$ cat src/hw/irs_pkg.sv
// Constants shared by the interrupt and status register block
// Functional notes
// Seven-bit fill count follows byte writes and reads
// Status bit 7 shows timer running
// Status bit 6 set when memory programming finished
// Status bit 5 set when checksum finished
// Status bits 2..0 give last-byte valid bits
// Secondary status reads 0x60 after reset
// Enable write: bit 7 sets or clears marked
// Enable bits 5..0 pass requests to pin
// Request write: bit 7 sets or clears marked
// Timer request set when count reaches zero
// Transmit request set on send/program/checksum done
// Receive request set when receiver terminates
// Idle request on command end, not host idle
// Fill alerts latch; cleared only by mask write
// High alert: free space at most threshold
// Low alert: fill count at most threshold
// Summary bit: any enabled request active
// Flush zeroes count and clears overflow flag, except that a write into a full FIFO in the same cycle sets it
// Count saturates at full and at empty
package irs_pkg;
  localparam int ADDR_W   = 6;
  localparam int DATA_W   = 8;
  localparam int FILL_W   = 7;
  localparam int THR_W    = 6;
  localparam int REQ_W    = 6;
  localparam int LAST_W   = 3;
  localparam int CMD_W    = 6;

  localparam logic [FILL_W-1:0] FIFO_DEPTH = 7'h40;

  // Register offsets
  localparam logic [ADDR_W-1:0] ADDR_FILL = 6'h04;
  localparam logic [ADDR_W-1:0] ADDR_SEC  = 6'h05;
  localparam logic [ADDR_W-1:0] ADDR_IEN  = 6'h06;
  localparam logic [ADDR_W-1:0] ADDR_IRQ  = 6'h07;

  // Field positions
  localparam int SEL_BIT   = 7;
  localparam int SEC_TIMER = 7;
  localparam int SEC_NVM   = 6;
  localparam int SEC_CRC   = 5;
  localparam int REQ_TIMER = 5;
  localparam int REQ_TX    = 4;
  localparam int REQ_RX    = 3;
  localparam int REQ_IDLE  = 2;
  localparam int REQ_HIGH  = 1;
  localparam int REQ_LOW   = 0;

  // Reset values
  localparam logic [FILL_W-1:0] FILL_RST = 7'h00;
  localparam logic [DATA_W-1:0] SEC_RST  = 8'h60;
  localparam logic [REQ_W-1:0]  IEN_RST  = 6'h00;
  localparam logic [REQ_W-1:0]  IRQ_RST  = 6'h00;
  localparam logic [DATA_W-1:0] RD_ZERO  = 8'h00;

  // Command code of the idle command
  localparam logic [CMD_W-1:0] CMD_IDLE = 6'h00;
endpackage

$ cat src/hw/irs_mreg_if.sv
// Carrier between the top and a set/clear-with-mask register
interface irs_mreg_if #(
  parameter int W = 6
);
  logic                          wr;
  logic [irs_pkg::DATA_W-1:0]    wdata;
  logic [W-1:0]                  hw_set;
  logic [W-1:0]                  value;

  modport store (input wr, input wdata, input hw_set, output value);
  modport owner (output wr, output wdata, output hw_set, input value);
endinterface

$ cat src/hw/irs_mask_reg.sv
// Register bank written by set/clear-with-mask, with hardware set inputs
module irs_mask_reg #(
  parameter int         W       = 6,
  parameter logic [W-1:0] RST_VAL = '0
) (
  input  wire logic clk,
  input  wire logic rst,
  input  wire logic ce,
  irs_mreg_if.store port
);
  logic [W-1:0] val_q;
  logic [W-1:0] val_d;
  logic [W-1:0] mark;

  // Mask write, then hardware sets, so a set wins over a clear
  always_comb begin
    mark  = port.wdata[W-1:0];
    val_d = val_q;
    if (port.wr && port.wdata[irs_pkg::SEL_BIT]) begin
      val_d = val_q | mark;
    end else if (port.wr) begin
      val_d = val_q & ~mark;
    end
    val_d = val_d | port.hw_set;
  end

  // State register
  always_ff @(posedge clk or posedge rst) begin
    if (rst) begin
      val_q <= RST_VAL;
    end else if (ce) begin
      val_q <= val_d;
    end
  end

  assign port.value = val_q;
endmodule

$ cat src/hw/irs_top.sv
// FIFO fill counter, secondary status and interrupt enable/request logic
module irs_top #(
  parameter bit IRQ_ACTIVE_HIGH = 1'b1
) (
  input  wire logic                          clk,
  input  wire logic                          rst,
  input  wire logic                          ce,
  // Register port from the host interface logic
  input  wire logic [irs_pkg::ADDR_W-1:0]    reg_addr,
  input  wire logic                          reg_wr,
  input  wire logic                          reg_rd,
  input  wire logic [irs_pkg::DATA_W-1:0]    reg_wdata,
  output logic      [irs_pkg::DATA_W-1:0]    reg_rdata_q,
  // FIFO activity
  input  wire logic                          fifo_wr_stb,
  input  wire logic                          fifo_rd_stb,
  input  wire logic                          fifo_clear_cmd,
  input  wire logic [irs_pkg::THR_W-1:0]     fifo_threshold,
  // Timer
  input  wire logic                          timer_running,
  input  wire logic [irs_pkg::DATA_W-1:0]    timer_count_value,
  // Other units
  input  wire logic                          nvm_busy,
  input  wire logic                          checksum_busy,
  input  wire logic [irs_pkg::LAST_W-1:0]    last_byte_valid_bits,
  input  wire logic                          tx_sent_evt,
  input  wire logic                          nvm_prog_done_evt,
  input  wire logic                          checksum_done_evt,
  input  wire logic                          rx_active,
  input  wire logic [irs_pkg::CMD_W-1:0]     cmd_code,
  input  wire logic                          host_cmd_wr,
  input  wire logic                          cmd_unknown_evt,
  // Outputs
  output logic      [irs_pkg::FILL_W-1:0]    fifo_byte_count_q,
  output logic                               fifo_overflow_flag_q,
  output logic                               fill_high_status_q,
  output logic                               fill_low_status_q,
  output logic                               irq_status_q,
  output logic                               irq_pin_q
);

  // ------------------------------------------------------------
  // Fill counter and overflow flag
  // ------------------------------------------------------------
  logic [irs_pkg::FILL_W-1:0] cnt_d;
  logic                       ovf_d;
  logic                       cnt_up;
  logic                       cnt_dn;

  // Saturating up/down count; a flush overrides both strobes
  always_comb begin
    cnt_dn = fifo_rd_stb && (fifo_byte_count_q != '0);
    cnt_up = fifo_wr_stb &&
             ((fifo_byte_count_q != irs_pkg::FIFO_DEPTH) || cnt_dn);
    cnt_d  = fifo_byte_count_q;
    ovf_d  = fifo_overflow_flag_q;
    if (fifo_clear_cmd) begin
      cnt_d = irs_pkg::FILL_RST;
      ovf_d = 1'b0;
    end else if (cnt_up && !cnt_dn) begin
      cnt_d = fifo_byte_count_q + 7'h01;
    end else if (cnt_dn && !cnt_up) begin
      cnt_d = fifo_byte_count_q - 7'h01;
    end
    // Write into a full FIFO; the set wins over a flush
    if (fifo_wr_stb && !cnt_up) begin
      ovf_d = 1'b1;
    end
  end

  // Counter registers
  always_ff @(posedge clk or posedge rst) begin
    if (rst) begin
      fifo_byte_count_q    <= irs_pkg::FILL_RST;
      fifo_overflow_flag_q <= 1'b0;
    end else if (ce) begin
      fifo_byte_count_q    <= cnt_d;
      fifo_overflow_flag_q <= ovf_d;
    end
  end

  // ------------------------------------------------------------
  // Fill alerts
  // ------------------------------------------------------------
  logic                       high_d;
  logic                       low_d;
  logic [irs_pkg::FILL_W-1:0] free_space;
  logic [irs_pkg::FILL_W-1:0] thr_ext;

  // Compare free space and fill against the threshold
  always_comb begin
    thr_ext    = {1'b0, fifo_threshold};
    free_space = irs_pkg::FIFO_DEPTH - fifo_byte_count_q;
    high_d     = (free_space <= thr_ext);
    low_d      = (fifo_byte_count_q <= thr_ext);
  end

  // Alert status registers
  always_ff @(posedge clk or posedge rst) begin
    if (rst) begin
      fill_high_status_q <= 1'b0;
      fill_low_status_q  <= 1'b1;
    end else if (ce) begin
      fill_high_status_q <= high_d;
      fill_low_status_q  <= low_d;
    end
  end

  // ------------------------------------------------------------
  // Secondary status
  // ------------------------------------------------------------
  logic [irs_pkg::DATA_W-1:0] sec_q;
  logic [irs_pkg::DATA_W-1:0] sec_d;

  // Assemble the status byte; bits 4 and 3 stay zero
  always_comb begin
    sec_d                    = irs_pkg::RD_ZERO;
    sec_d[irs_pkg::SEC_TIMER] = timer_running;
    sec_d[irs_pkg::SEC_NVM]   = !nvm_busy;
    sec_d[irs_pkg::SEC_CRC]   = !checksum_busy;
    sec_d[irs_pkg::LAST_W-1:0] = last_byte_valid_bits;
  end

  // Status register
  always_ff @(posedge clk or posedge rst) begin
    if (rst) begin
      sec_q <= irs_pkg::SEC_RST;
    end else if (ce) begin
      sec_q <= sec_d;
    end
  end

  // ------------------------------------------------------------
  // Event detection
  // ------------------------------------------------------------
  logic                     tzero_prev_q;
  logic                     tzero_prev_d;
  logic                     rx_prev_q;
  logic                     rx_prev_d;
  logic                     busy_prev_q;
  logic                     busy_prev_d;
  logic                     high_prev_q;
  logic                     low_prev_q;
  logic [irs_pkg::REQ_W-1:0] req_set;
  logic                     tzero_now;
  logic                     cmd_busy_now;

  // Turn level edges into one-cycle request sets; event strobes pass straight through
  always_comb begin
    tzero_now    = (timer_count_value == irs_pkg::RD_ZERO);
    cmd_busy_now = (cmd_code != irs_pkg::CMD_IDLE);
    tzero_prev_d = tzero_now;
    rx_prev_d    = rx_active;
    busy_prev_d  = cmd_busy_now;
    req_set      = '0;
    req_set[irs_pkg::REQ_TIMER] = tzero_now && !tzero_prev_q;
    req_set[irs_pkg::REQ_TX]    = tx_sent_evt || nvm_prog_done_evt ||
                                  checksum_done_evt;
    req_set[irs_pkg::REQ_RX]    = rx_prev_q && !rx_active;
    req_set[irs_pkg::REQ_IDLE]  = (busy_prev_q && !cmd_busy_now && !host_cmd_wr) ||
                                  cmd_unknown_evt;
    req_set[irs_pkg::REQ_HIGH]  = fill_high_status_q && !high_prev_q;
    req_set[irs_pkg::REQ_LOW]   = fill_low_status_q && !low_prev_q;
  end

  // Previous-level registers
  always_ff @(posedge clk or posedge rst) begin
    if (rst) begin
      tzero_prev_q <= 1'b1;
      rx_prev_q    <= 1'b0;
      busy_prev_q  <= 1'b0;
      high_prev_q  <= 1'b0;
      low_prev_q   <= 1'b1; // Matches low status reset, no false edge
    end else if (ce) begin
      tzero_prev_q <= tzero_prev_d;
      rx_prev_q    <= rx_prev_d;
      busy_prev_q  <= busy_prev_d;
      high_prev_q  <= fill_high_status_q;
      low_prev_q   <= fill_low_status_q;
    end
  end

  // ------------------------------------------------------------
  // Enable and request registers
  // ------------------------------------------------------------
  irs_mreg_if #(.W(irs_pkg::REQ_W)) ien_bus ();
  irs_mreg_if #(.W(irs_pkg::REQ_W)) irq_bus ();

  // Decode host writes to the two mask registers
  assign ien_bus.wr     = reg_wr && (reg_addr == irs_pkg::ADDR_IEN);
  assign ien_bus.wdata  = reg_wdata;
  assign ien_bus.hw_set = '0;
  assign irq_bus.wr     = reg_wr && (reg_addr == irs_pkg::ADDR_IRQ);
  assign irq_bus.wdata  = reg_wdata;
  assign irq_bus.hw_set = req_set;

  irs_mask_reg #(
    .W       (irs_pkg::REQ_W),
    .RST_VAL (irs_pkg::IEN_RST)
  ) u_ien (
    .clk  (clk),
    .rst  (rst),
    .ce   (ce),
    .port (ien_bus)
  );

  irs_mask_reg #(
    .W       (irs_pkg::REQ_W),
    .RST_VAL (irs_pkg::IRQ_RST)
  ) u_irq (
    .clk  (clk),
    .rst  (rst),
    .ce   (ce),
    .port (irq_bus)
  );

  // ------------------------------------------------------------
  // Interrupt outputs
  // ------------------------------------------------------------
  logic irq_any;
  logic pin_d;

  // Enabled requests form the summary and the pin level
  always_comb begin
    irq_any = |(ien_bus.value & irq_bus.value);
    pin_d   = IRQ_ACTIVE_HIGH ? irq_any : !irq_any;
  end

  // Interrupt output registers
  always_ff @(posedge clk or posedge rst) begin
    if (rst) begin
      irq_status_q <= 1'b0;
      irq_pin_q    <= !IRQ_ACTIVE_HIGH;
    end else if (ce) begin
      irq_status_q <= irq_any;
      irq_pin_q    <= pin_d;
    end
  end

  // ------------------------------------------------------------
  // Read data
  // ------------------------------------------------------------
  logic [irs_pkg::DATA_W-1:0] rdata_d;

  // Read multiplexer; unmapped offsets and select bits read zero
  always_comb begin
    rdata_d = reg_rdata_q;
    if (reg_rd) begin
      case (reg_addr)
        irs_pkg::ADDR_FILL: rdata_d = {1'b0, fifo_byte_count_q};
        irs_pkg::ADDR_SEC:  rdata_d = sec_q;
        irs_pkg::ADDR_IEN:  rdata_d = {2'b00, ien_bus.value};
        irs_pkg::ADDR_IRQ:  rdata_d = {2'b00, irq_bus.value};
        default:            rdata_d = irs_pkg::RD_ZERO;
      endcase
    end
  end

  // Read data register, held until the next read
  always_ff @(posedge clk or posedge rst) begin
    if (rst) begin
      reg_rdata_q <= irs_pkg::RD_ZERO;
    end else if (ce) begin
      reg_rdata_q <= rdata_d;
    end
  end

endmodule

$ cat config.mk
export PLATFORM = sky130hd
export DESIGN_NAME = irs_top
export DESIGN_NICKNAME = d
export VERILOG_FILES = /design/src/hw/irs_pkg.sv /design/src/hw/irs_mreg_if.sv /design/src/hw/irs_mask_reg.sv /design/src/hw/irs_top.sv
export SDC_FILE = /design/constraint.sdc
export NUM_CORES = 1
export LEC_CHECK = 0
export CORE_MARGIN = 2
export CORE_UTILIZATION = 40
export CTS_CLUSTER_DIAMETER = 80
export DETAILED_ROUTE_END_ITERATION = 10
export DONT_BUFFER_PORTS = 1
export GPL_TIMING_DRIVEN = 0
export PLACE_DENSITY = 0.59
export SYNTH_ARGS = -nofsm -noshare
export SYNTH_HDL_FRONTEND = slang
export SYNTH_HIERARCHICAL = 1
export SYNTH_SLANG_ARGS = --single-unit
$ cat constraint.sdc
create_clock -name clk -period 3.4 [get_ports clk]
set_input_delay 0.17 -clock clk [delete_from_list [all_inputs] [get_ports clk]]
set_output_delay 0.17 -clock clk [all_outputs]
set_load 0.1 [all_outputs]
==> results of run 1 <==
-- through the flow --
| stage | setup WS [ns] | setup TNS (ns) | area (µm²) |
|---|---|---|---|
| 2_1_floorplan | 0.0459 | 0 | 2910 |
| 3_3_place_gp | -0.423 | -1.39 | 3030 |
| 4_1_cts | 0.0348 | 0 | 3210 |
| 3_5_place_dp | -0.439 | -1.39 | 3030 |
| 5_1_grt | 0.0224 | 0 | 3260 |
| 6_report | 0.233 | 0 | 3260 |
-- registers in the layout (all words and copies together), names as in the netlist --
signal	cells
irq_pin_q	1
fill_low_status_q	1
sec_q	6
fill_high_status_q	1
low_prev_q	1
rx_prev_q	1
high_prev_q	1
fifo_byte_count_q	7
u_irq/port.value	6
fifo_overflow_flag_q	1
u_ien/port.value	6
reg_rdata_q	8
busy_prev_q	1
tzero_prev_q	1
-- layout make-up --
| type | count | share of cell area, % |
|---|---|---|
| sequential | 42 | 32.8 |
| clock buffer | 6 | 2.53 |
| multi-input combinational | 222 | 50.8 |
| timing repair buffer | 7 | 1.84 |
| clock inverter | 2 | 1.84 |
| buffer | 11 | 2.38 |
| tap | 96 | 3.68 |
| inverter | 35 | 4.14 |
-- what timing repair did --
| item | CTS | global route |
|---|---|---|
| pin swaps | 0 | 1 |
| gates resized for setup | 3 | 7 |
| endpoints found under the hold margin | 14 | 0 |
| setup endpoints to repair | 5 | 2 |
| hold buffers | 3 | 0 |
| buffers inserted | 0 | 4 |
-- layer usage --
layer / routed length [µm] / vias to the layer above
li1: - / 1123
met1: 3270 / 1094
met2: 3320 / 60
met3: 373 / 4
met4: 32 / 0
met5: 0 / -
-- kinds of logic (layout without fill, tap and decap cells) --
group | after synthesis | count (layout) | share of synthesized area [%]
flops | 42 | 42 | 36.9
simple gates | 96 | 96 | 18.3
fa+ha+maj | 19 | 19 | 8.55
compound gates | 74 | 74 | 19.6
other cells | 1 | 12 | 0.131
mux | 15 | 15 | 7.46
buf+inv | 46 | 61 | 7.28
xor+xnor | 6 | 6 | 1.83
-- worst max-delay path by stage --
stage	startpoint	to	slack, ns	cells after the start
2_1_floorplan	fifo_byte_count_q[1]$_DFFE_PP0P_	fifo_byte_count_q[5]$_DFFE_PP0P_	0.05	12
3_3_place_gp	fifo_byte_count_q[1]$_DFFE_PP0P_	fifo_byte_count_q[5]$_DFFE_PP0P_	-0.42	12
3_5_place_dp	fifo_byte_count_q[1]$_DFFE_PP0P_	fifo_byte_count_q[6]$_DFFE_PP0P_	-0.44	12
4_1_cts	fifo_byte_count_q[0]$_DFFE_PP0P_	fifo_byte_count_q[6]$_DFFE_PP0P_	0.03	13
5_1_grt	fifo_byte_count_q[1]$_DFFE_PP0P_	fifo_byte_count_q[6]$_DFFE_PP0P_	0.02	13
6_report	fifo_byte_count_q[1]$_DFFE_PP0P_	fifo_byte_count_q[6]$_DFFE_PP0P_	0.23	13
-- cell usage in the layout (no fill, tap or decap), types with 3 or more instances in the layout --
| cell | n |
|---|---|
| dfrtp_2 | 4 |
| clkbuf_8 | 6 |
| nand3_1 | 8 |
| nor2b_1 | 6 |
| dlygate4sd3_1 | 3 |
| nand2_1 | 19 |
| mux4_2 | 4 |
| o21a_1 | 5 |
| a211oi_1 | 17 |
| a22oi_1 | 5 |
| inv_1 | 34 |
| and4b_1 | 12 |
| dfstp_2 | 5 |
| xnor2_1 | 5 |
| dfrtp_1 | 31 |
| conb_1 | 12 |
| o21ai_0 | 13 |
| nor3_1 | 5 |
| a21oi_1 | 8 |
| buf_4 | 5 |
| a211oi_2 | 8 |
| clkbuf_1 | 4 |
| buf_6 | 4 |
| o22ai_1 | 4 |
| nor2_1 | 31 |
| mux2_2 | 11 |
| ha_1 | 18 |
-- power groups by stage --
stage,sequential [mW],clock (mW),combinational [mW]
2_1_floorplan,1.06,0,0.697
3_3_place_gp,1.13,0,0.806
3_5_place_dp,1.13,0,0.825
4_1_cts,1.13,0.503,0.836
5_1_grt,1.15,0.523,0.984
6_report,1.13,0.491,0.860
-- Yosys cell counts (6+ instances only) --
master,n,area [µm²]
nor2_1,31,116
a211oi_2,8,100
nand3_1,9,45.0
a21oi_1,8,40.0
a211oi_1,17,128
nor2b_1,6,37.5
o21ai_0,13,65.1
and4b_1,12,120
nand2_1,19,71.3
dfrtp_1,37,926
mux2_2,11,124
ha_1,18,225
inv_1,35,131
==> flow_summary.ini, run 1 <==
[yosys]
synthesis.area_um2 = 2870
ys_ff_latch = 42
synthesis.instances = 299
synth-edff-count = 0
async_reset_ff_share_pct = 100
ys_seq_area_share_pct = 36.9
yosys_warnings = 6
post_synth_num_cell_types = 51
synthFlopType = dfrtp_1
avgSynthCellArea_um2 = 9.60

[detailed_routing]
first_pass_iters = 4
wl_per_cell_um = 16.6
vias_per_cell = 5.42
drt-total-wl_mm = 7.00
detail-route-antenna-nets = 0
drt-initial-drc-count = 75
drc_errors = 0
vias = 2281

[setup_path]
arrival_ns = 3.34
path_delay_family = simple AND/OR/NAND/NOR gates
cp_max_fo = 7
worstPathRequired_ns = 3.57
cp_common_cell = inv_1
cp-start-kind = flop
crit_chain = inv_1, ha_1, nor3b_4, and2_4, nand2_1, nand3_4, inv_1, fa_1, nor2b_1, o31ai_1, a21oi_1, xor2_1, o22ai_1
rrSetupSlack_ns = 0.23
reg2reg_depth = 13
critPathBufInv = 2
cp-end-kind = flop
cp_slowest_cell = dfrtp_4
critPathKind = flop to flop
r2r_end = fifo_byte_count_q[6]$_DFFE_PP0P_
max_stage_delay_ns = 0.64
regToRegStartpoint = fifo_byte_count_q[1]$_DFFE_PP0P_

[pwr]
ir_drop_uv = 286
p_int_mw = 1.36
p_leak_nw = 1.41
sw_frac_of_total_pct = 45.4
power.total_mw = 2.49
p_per_area_nw_per_um2 = 762
combPwrFrac_pct = 34.6
p_sw_mw = 1.13
power_frac_seq_pct = 45.6
clkPwrFrac_pct = 19.8

[cts]
cts_max_level = 2
clock_path_buffers = 2
cts_tree = done
cts.clk_slew.worst_paths_ns = 0.08
cts_sinks = 42
clk-insertion-delay-late_ns = 0.29
cts_root_buf = clkbuf_8
cts_buffers = 5

[sta]
fmax_mhz = 316
min_period_over_period_pct = 93.2
fin_crit_ns = 3.17
slew_headroom_pct = 23.3
rsz0062_at_grt = no
whs_ns = 0.0184
finalMaxSlewViolations = 0
worst_slew_pin_slew_ns = 1.15
finalSetupViolCount = 0
hold_viol = 0
fin_skew_ns = 0.00560

[place]
dp.cells = 406
place.gp.congestion = 0.812
dpl.hpwl_mm = 5.44
io_buffers = 0

[global_route]
antenna_found_initial = 0
grt_usage_pct = 18.7
use_met3_pct = 4.01
grt_use_met2_pct = 29.4
grt.overflow.total = 0
grt_pass1_vias = 2170
busiest_layer = met2
grt_max_degree = 31
grt_pass1_wl_mm = 11.2
globalRouteMet1Util_pct = 26.6

[floorplanning]
die_h_um = 88.7
io_pins = 74
core.rowCount = 30
die-area_um2 = 7870
die_x_um = 88.7
start_util_pct = 41.8
core_area_um2 = 6870

[final_layout]
fin_nets = 397
final_util_pct = 47.5
seqCellArea_um2 = 1070
multiInputGateArea_um2 = 1660
num_antenna_cells = 0
fin_cells = 421
area_growth_pct = 13.7
fillers = 658
drive_above_1_share_pct = 19.4

[job]
maxCapViolCount = 0

[min_path]
min_delay_worst_endpoint = sec_q[7]$_DFFE_PP0P_
min_path_cells = 1
min_path_type = primary input to flop
min_from = timer_running

[outcome]
status = finished clean
Note: power is estimated with default switching activity, not from simulation.
==> run 2, diff against run 1 <==
- CORE_MARGIN: 2 -> unset
- RECOVER_POWER: unset -> 100
==> run 2 against run 1 <==
Net effect:
- global-route usage up 1.7 points
- via count up 2.1%
- worst setup slack improved by 0.010 ns
- critical path depth unchanged
- register-to-register slack barely moved
- fmax grew 0.32%
- sequential cell count is the same
- clock-buffer cell count is 1 higher
- die area down 4.5%
- clock skew down 0.0016 ns
- utilization shrank 0.91 points
- largest cell class unchanged
- power shrank 5.8%
==> flow_summary.ini, run 2 (synthesized netlist as in run 1, its figures left out) <==
[place]
dpl.hpwl_mm = 5.38
dp.cells = 406
place.gp.congestion = 0.783
io_buffers = 0

[cts]
cts_root_buf = clkbuf_8
clock_path_buffers = 2
cts.clk_slew.worst_paths_ns = 0.08
cts_max_level = 2
cts_buffers = 5
clk-insertion-delay-late_ns = 0.29
cts_tree = done
cts_sinks = 42

[detailed_routing]
drt-initial-drc-count = 51
drt-total-wl_mm = 7.20
drc_errors = 0
first_pass_iters = 4
wl_per_cell_um = 17.1
vias_per_cell = 5.52
vias = 2330
detail-route-antenna-nets = 0

[sta]
fin_crit_ns = 3.16
hold_viol = 0
finalSetupViolCount = 0
worst_slew_pin_slew_ns = 1.06
whs_ns = 0.0239
fmax_mhz = 317
finalMaxSlewViolations = 0
slew_headroom_pct = 29.3
fin_skew_ns = 0.00401
min_period_over_period_pct = 92.9
rsz0062_at_grt = no

[global_route]
grt_pass1_wl_mm = 11.7
grt_pass1_vias = 2353
grt_usage_pct = 20.3
antenna_found_initial = 0
grt_max_degree = 31
grt.overflow.total = 0

[setup_path]
critPathKind = flop to flop
cp-start-kind = flop
worstPathRequired_ns = 3.58
cp_max_fo = 7
crit_path_start = fifo_byte_count_q[0]$_DFFE_PP0P_
arrival_ns = 3.34
regToRegStartpoint = fifo_byte_count_q[0]$_DFFE_PP0P_
cp-end-kind = flop

[floorplanning]
core.rowCount = 30
start_util_pct = 41.8
die-area_um2 = 7520
io_pins = 74
die_h_um = 86.7
core_area_um2 = 6870
die_x_um = 86.7

[final_layout]
final_util_pct = 46.6
area_growth_pct = 11.5
fin_nets = 398
final_common_cell = inv_1
fillers = 673
fin_cells = 422
num_antenna_cells = 0
drive_above_1_share_pct = 17.5
biggestRegsByFlops = reg_rdata_q x8, fifo_byte_count_q x7
final_cell_mix = inv_1 (32), nor2_1 (31), dfrtp_1 (31), a211oi_1 (20), nand2_1 (19)
largest-register = reg_rdata_q
largest_reg_flops = 8

[pwr]
power.total_mw = 2.34
p_leak_nw = 1.37
p_per_area_nw_per_um2 = 732
ir_drop_uv = 205

[min_path]
min_path_type = primary input to flop
min_from = last_byte_valid_bits[0]

[job]
maxCapViolCount = 0

[outcome]
status = finished clean
-- run 2: critical path: stages, from the launching register on --
cell        delay [ns]
dfrtp_4           0.65
clkinvlp_4        0.17
ha_1              0.19
nor3b_4           0.29
and2_4            0.22
nand2_1           0.07
nand3_2           0.25
inv_1             0.08
fa_1              0.40
nor2b_2           0.18
o31ai_1           0.11
a21oi_1           0.19
xor2_1            0.16
o22ai_1           0.08
-- run 2: stage by stage --
stage               setup WS, ns  cell area [µm²]  setup TNS [ns]
global route             0.00495             3200               0
floorplan                 0.0459             2910               0
CTS                       0.0625             3160               0
detailed placement        -0.415             3030           -1.37
finish                     0.243             3200               0
global placement          -0.397             3030           -1.27
-- run 2: cell type report --
class                      instances  area (µm²)  area share [%]
clock buffer                       7        86.3            2.70
sequential                        42        1070            33.4
multi-input combinational        222        1650            51.5
tap                               96         120            3.75
timing repair buffer               8        66.3            2.07
inverter                          35         135            4.22
clock inverter                     1        5.00           0.156
buffer                            11        67.6            2.11
-- run 2: routing by layer --
layer	GRT usage, %	share of wire, %
met3	4.19	4.6
met1	26.6	46
met4	5.00	1.2
met2	34.4	48
met5	0	0
-- run 2: path summary, 6_finish.rpt --
path	slack [ns]	to	cells after the start
worst max register to register	0.24	fifo_byte_count_q[6]$_DFFE_PP0P_	13
worst min register to register	0.49	tzero_prev_q$_DFFE_PP1P_	2
worst max-delay path	0.24	fifo_byte_count_q[6]$_DFFE_PP0P_	13
worst min-delay path	0.02	sec_q[0]$_DFFE_PP0P_	1
max in group asynchronous	1.81	fifo_byte_count_q[4]$_DFFE_PP0P_	3
min in group asynchronous	0.27	u_ien/port.value[2]$_DFFE_PP0P_	2
-- run 2: timing repair --
item / 4_1_cts / 5_1_grt
pin swaps: 0 / 0
hold buffers: 3 / 1
buffers inserted: 0 / 3
endpoints found under the hold margin: 14 / 8
gates resized for setup: 3 / 9
setup endpoints to repair: 5 / 3
-- run 2: power by group --
group	total, mW	switching [mW]	internal (mW)	leakage (nW)
logic	0.869	0.430	0.438	0.830
registers	1.13	0.526	0.607	0.489
clock network	0.341	0.177	0.164	0.0482
total	2.34	1.13	1.21	1.37
==> run 3, diff against run 2 <==
--- a/config.mk
+++ b/config.mk
@@ -15,4 +15,3 @@
 export SYNTH_ARGS = -nofsm -noshare
 export SYNTH_HDL_FRONTEND = slang
-export SYNTH_HIERARCHICAL = 1
 export SYNTH_SLANG_ARGS = --single-unit
==> constraint.sdc (replaced) <==
create_clock -name clk -period 3.4 [get_ports clk]
set_input_delay 0.68 -clock clk [delete_from_list [all_inputs] [get_ports clk]]
set_output_delay 0.68 -clock clk [all_outputs]
set_load 0.1 [all_outputs]
==> run 3 against run 2 <==
Net effect:
- the run now ends with DRC left
- worst setup slack better by 0.038 ns
- critical endpoint is now fifo_byte_count_q[5]$_DFFE_PP0P_
- cell count is 15% lower
- highest routed layer unchanged
- via count is 12% lower
- sequential cell count stayed put
- power is 2.1% lower
- clock power is 7.0% lower
==> flow_summary.ini, run 3 <==
[sta]
slew_headroom_pct = 6.37
fin_skew_ns = 0.00663
hold_viol = 0
setup_slack_ns = 0.281
fmax_mhz = 321
min_period_over_period_pct = 91.7
finalSetupViolCount = 0
worst_slew_pin_slew_ns = 1.40
rsz0062_at_grt = no
finalMaxSlewViolations = 0
fin_crit_ns = 3.12

[final_layout]
final_util_pct = 45.1
final_cell_mix = dfrtp_1 (31), nand2_1 (26), inv_1 (20), nor2_1 (18), ha_1 (17)
fin_cells = 358
multiInputGateArea_um2 = 1510
area_growth_pct = 8.12
drive_above_1_share_pct = 18.9
num_antenna_cells = 0
final_common_cell = dfrtp_1
seqCellArea_um2 = 1070
stdcell_area_um2 = 2900
fillers = 632
fin_nets = 353

[yosys]
ys_seq_area_share_pct = 39.4
ys_top_cells_by_count = dfrtp_1 (37), nand2_1 (26), inv_1 (21), ha_1 (18), nor2_1 (18)
post_synth_num_cell_types = 53
async_reset_ff_share_pct = 100
synth_area_leaders = dfrtp_1 (35%), ha_1 (8.4%), mux2_2 (6.7%), dfstp_2 (4.9%), nand2_1 (3.6%)
avgSynthCellArea_um2 = 9.93
synth_top_area_share_pct = 34.5
yosys_warnings = 0
syn_nets = 343
synth_area_leader_cell = dfrtp_1
synthFlopType = dfrtp_1
ys_ff_latch = 42
synth-edff-count = 0
synth.most_common_cell = dfrtp_1
synthesis.instances = 270
synthesis.area_um2 = 2680

[place]
place.gp.congestion = 0.803
dp.cells = 348
dpl.hpwl_mm = 4.86
place_worst_setup_slack_ns = -0.440
dpl_cell_area_um2 = 2800
io_buffers = 0

[detailed_routing]
drc_errors = 12
wl_per_cell_um = 17.9
detail-route-antenna-nets = 0
vias_per_cell = 5.73
first_pass_iters = 7
drt-initial-drc-count = 132
vias = 2050
drt-total-wl_mm = 6.40

[cts]
cts_root_buf = clkbuf_8
cts_buffers = 5
clock_path_buffers = 2
cts_max_level = 2
postCtsHoldBufs = 0
cts_tree = done
cts_sinks = 42
clk-insertion-delay-late_ns = 0.30
cts.clk_slew.worst_paths_ns = 0.08

[global_route]
grt_pass1_wl_mm = 10.7
antenna_found_initial = 0
grt_pass1_vias = 2070
grt.overflow.total = 0
grt_max_degree = 26
grt_usage_pct = 19.4

[setup_path]
cp-start-kind = flop
cp_slowest_cell = dfrtp_4
cp_max_fo = 7
max_stage_delay_ns = 0.67
worstPathRequired_ns = 3.59
reg2reg_depth = 12
arrival_ns = 3.31
crit_chain = clkinvlp_2, ha_2, nand2b_1, nor2_1, nand2_1, nand3_2, ha_1, a21oi_1, a21boi_0, o21a_1, o21a_1, o32ai_1
cp-end-kind = flop
cp_common_cell = o21a_1
critPathKind = flop to flop

[pwr]
p_leak_nw = 1.22
ir_drop_uv = 659
p_per_area_nw_per_um2 = 791
power.total_mw = 2.29

[floorplanning]
io_pins = 74
die-area_um2 = 7030
die_h_um = 83.9
core_area_um2 = 6420
die_x_um = 83.9
start_util_pct = 41.7
core.rowCount = 29

[outcome]
violations = DRC
status = finished, violations left

[min_path]
min_path_type = primary input to async pin

[job]
maxCapViolCount = 0
-- run 3: cell types whose count changed after synthesis, sizes merged, moves of 6 or more --
cell    delta
nand2      +6
a211oi    -23
a31oi      +7
inv       -14
and4b     -11
nor2      -13
-- run 3: logic make-up (layout without fill, tap and decap cells) --
| group | after synthesis | count (layout) | synth area share, % |
|---|---|---|---|
| AO/OA/AOI/OAI | 66 | 66 | 17.0 |
| XOR/XNOR | 7 | 7 | 2.57 |
| adder cells (fa/ha/maj) | 19 | 19 | 9.15 |
| buffers and inverters | 31 | 42 | 4.58 |
| flip-flops | 42 | 42 | 39.4 |
| multiplexers | 23 | 23 | 11.3 |
| AND/OR/NAND/NOR | 82 | 82 | 15.9 |
-- run 3: report_power, final --
group,leakage [nW],switching (mW),internal (mW)
registers,0.503,0.526,0.592
clock network,0.0450,0.174,0.143
logic,0.674,0.438,0.419
-- run 3: layer usage --
layer  part of all wire, %  vias to the layer above  global-route usage, %  wire length [µm]
li1                      -                      993                      -                 -
met1                    45                      994                   25.5              2850
met2                    48                       59                   31.2              3050
met3                   7.2                        4                   5.74               460
met4                  0.69                        0                   5.49                44
met5                     0                        -                      0                 0
-- run 3: final timing paths --
path	startpoint	endpoint	slack, ns
worst max-delay path	fifo_byte_count_q[0]$_DFFE_PP0P_	fifo_byte_count_q[5]$_DFFE_PP0P_	0.28
worst min-delay path	rst	reg_rdata_q[3]$_DFFE_PP0P_	0.37
worst max register to register	fifo_byte_count_q[0]$_DFFE_PP0P_	fifo_byte_count_q[5]$_DFFE_PP0P_	0.28
worst min register to register	tzero_prev_q$_DFFE_PP1P_	tzero_prev_q$_DFFE_PP1P_	0.47
max in group asynchronous	rst	fifo_byte_count_q[0]$_DFFE_PP0P_	1.13
min in group clk	nvm_busy	sec_q[6]$_DFFE_PP1P_	0.43
-- run 3: area by class of cell --
type | instances | share of cell area (%)
timing repair buffer | 3 | 0.648
buffer | 10 | 1.38
inverter | 21 | 2.76
clock buffer | 6 | 2.50
multi-input combinational | 197 | 52.0
sequential | 42 | 37.0
clock inverter | 2 | 0.345
tap | 77 | 3.32
-- run 3: worst max-delay path: cells and delay by family (launching register included) --
family | cells | cell delay (ns)
AO/OA/AOI/OAI | 5 | 0.94
buffers and inverters | 1 | 0.24
adder cells (fa/ha/maj) | 2 | 0.62
AND/OR/NAND/NOR | 4 | 0.53
flip-flops | 1 | 0.67
-- run 3: metrics by stage --
stage               hold slack [ns]  TNS [ns]
floorplan                     0.446         0
global placement              0.459     -1.29
detailed placement            0.466     -1.40
CTS                           0.252         0
global route                  0.413         0
finish                        0.365         0
-- run 3: repair_timing --
action                     CTS  global route
setup buffers                0             2
setup endpoints to repair    5             3
pin swaps                    0             0
resized for setup            6             6
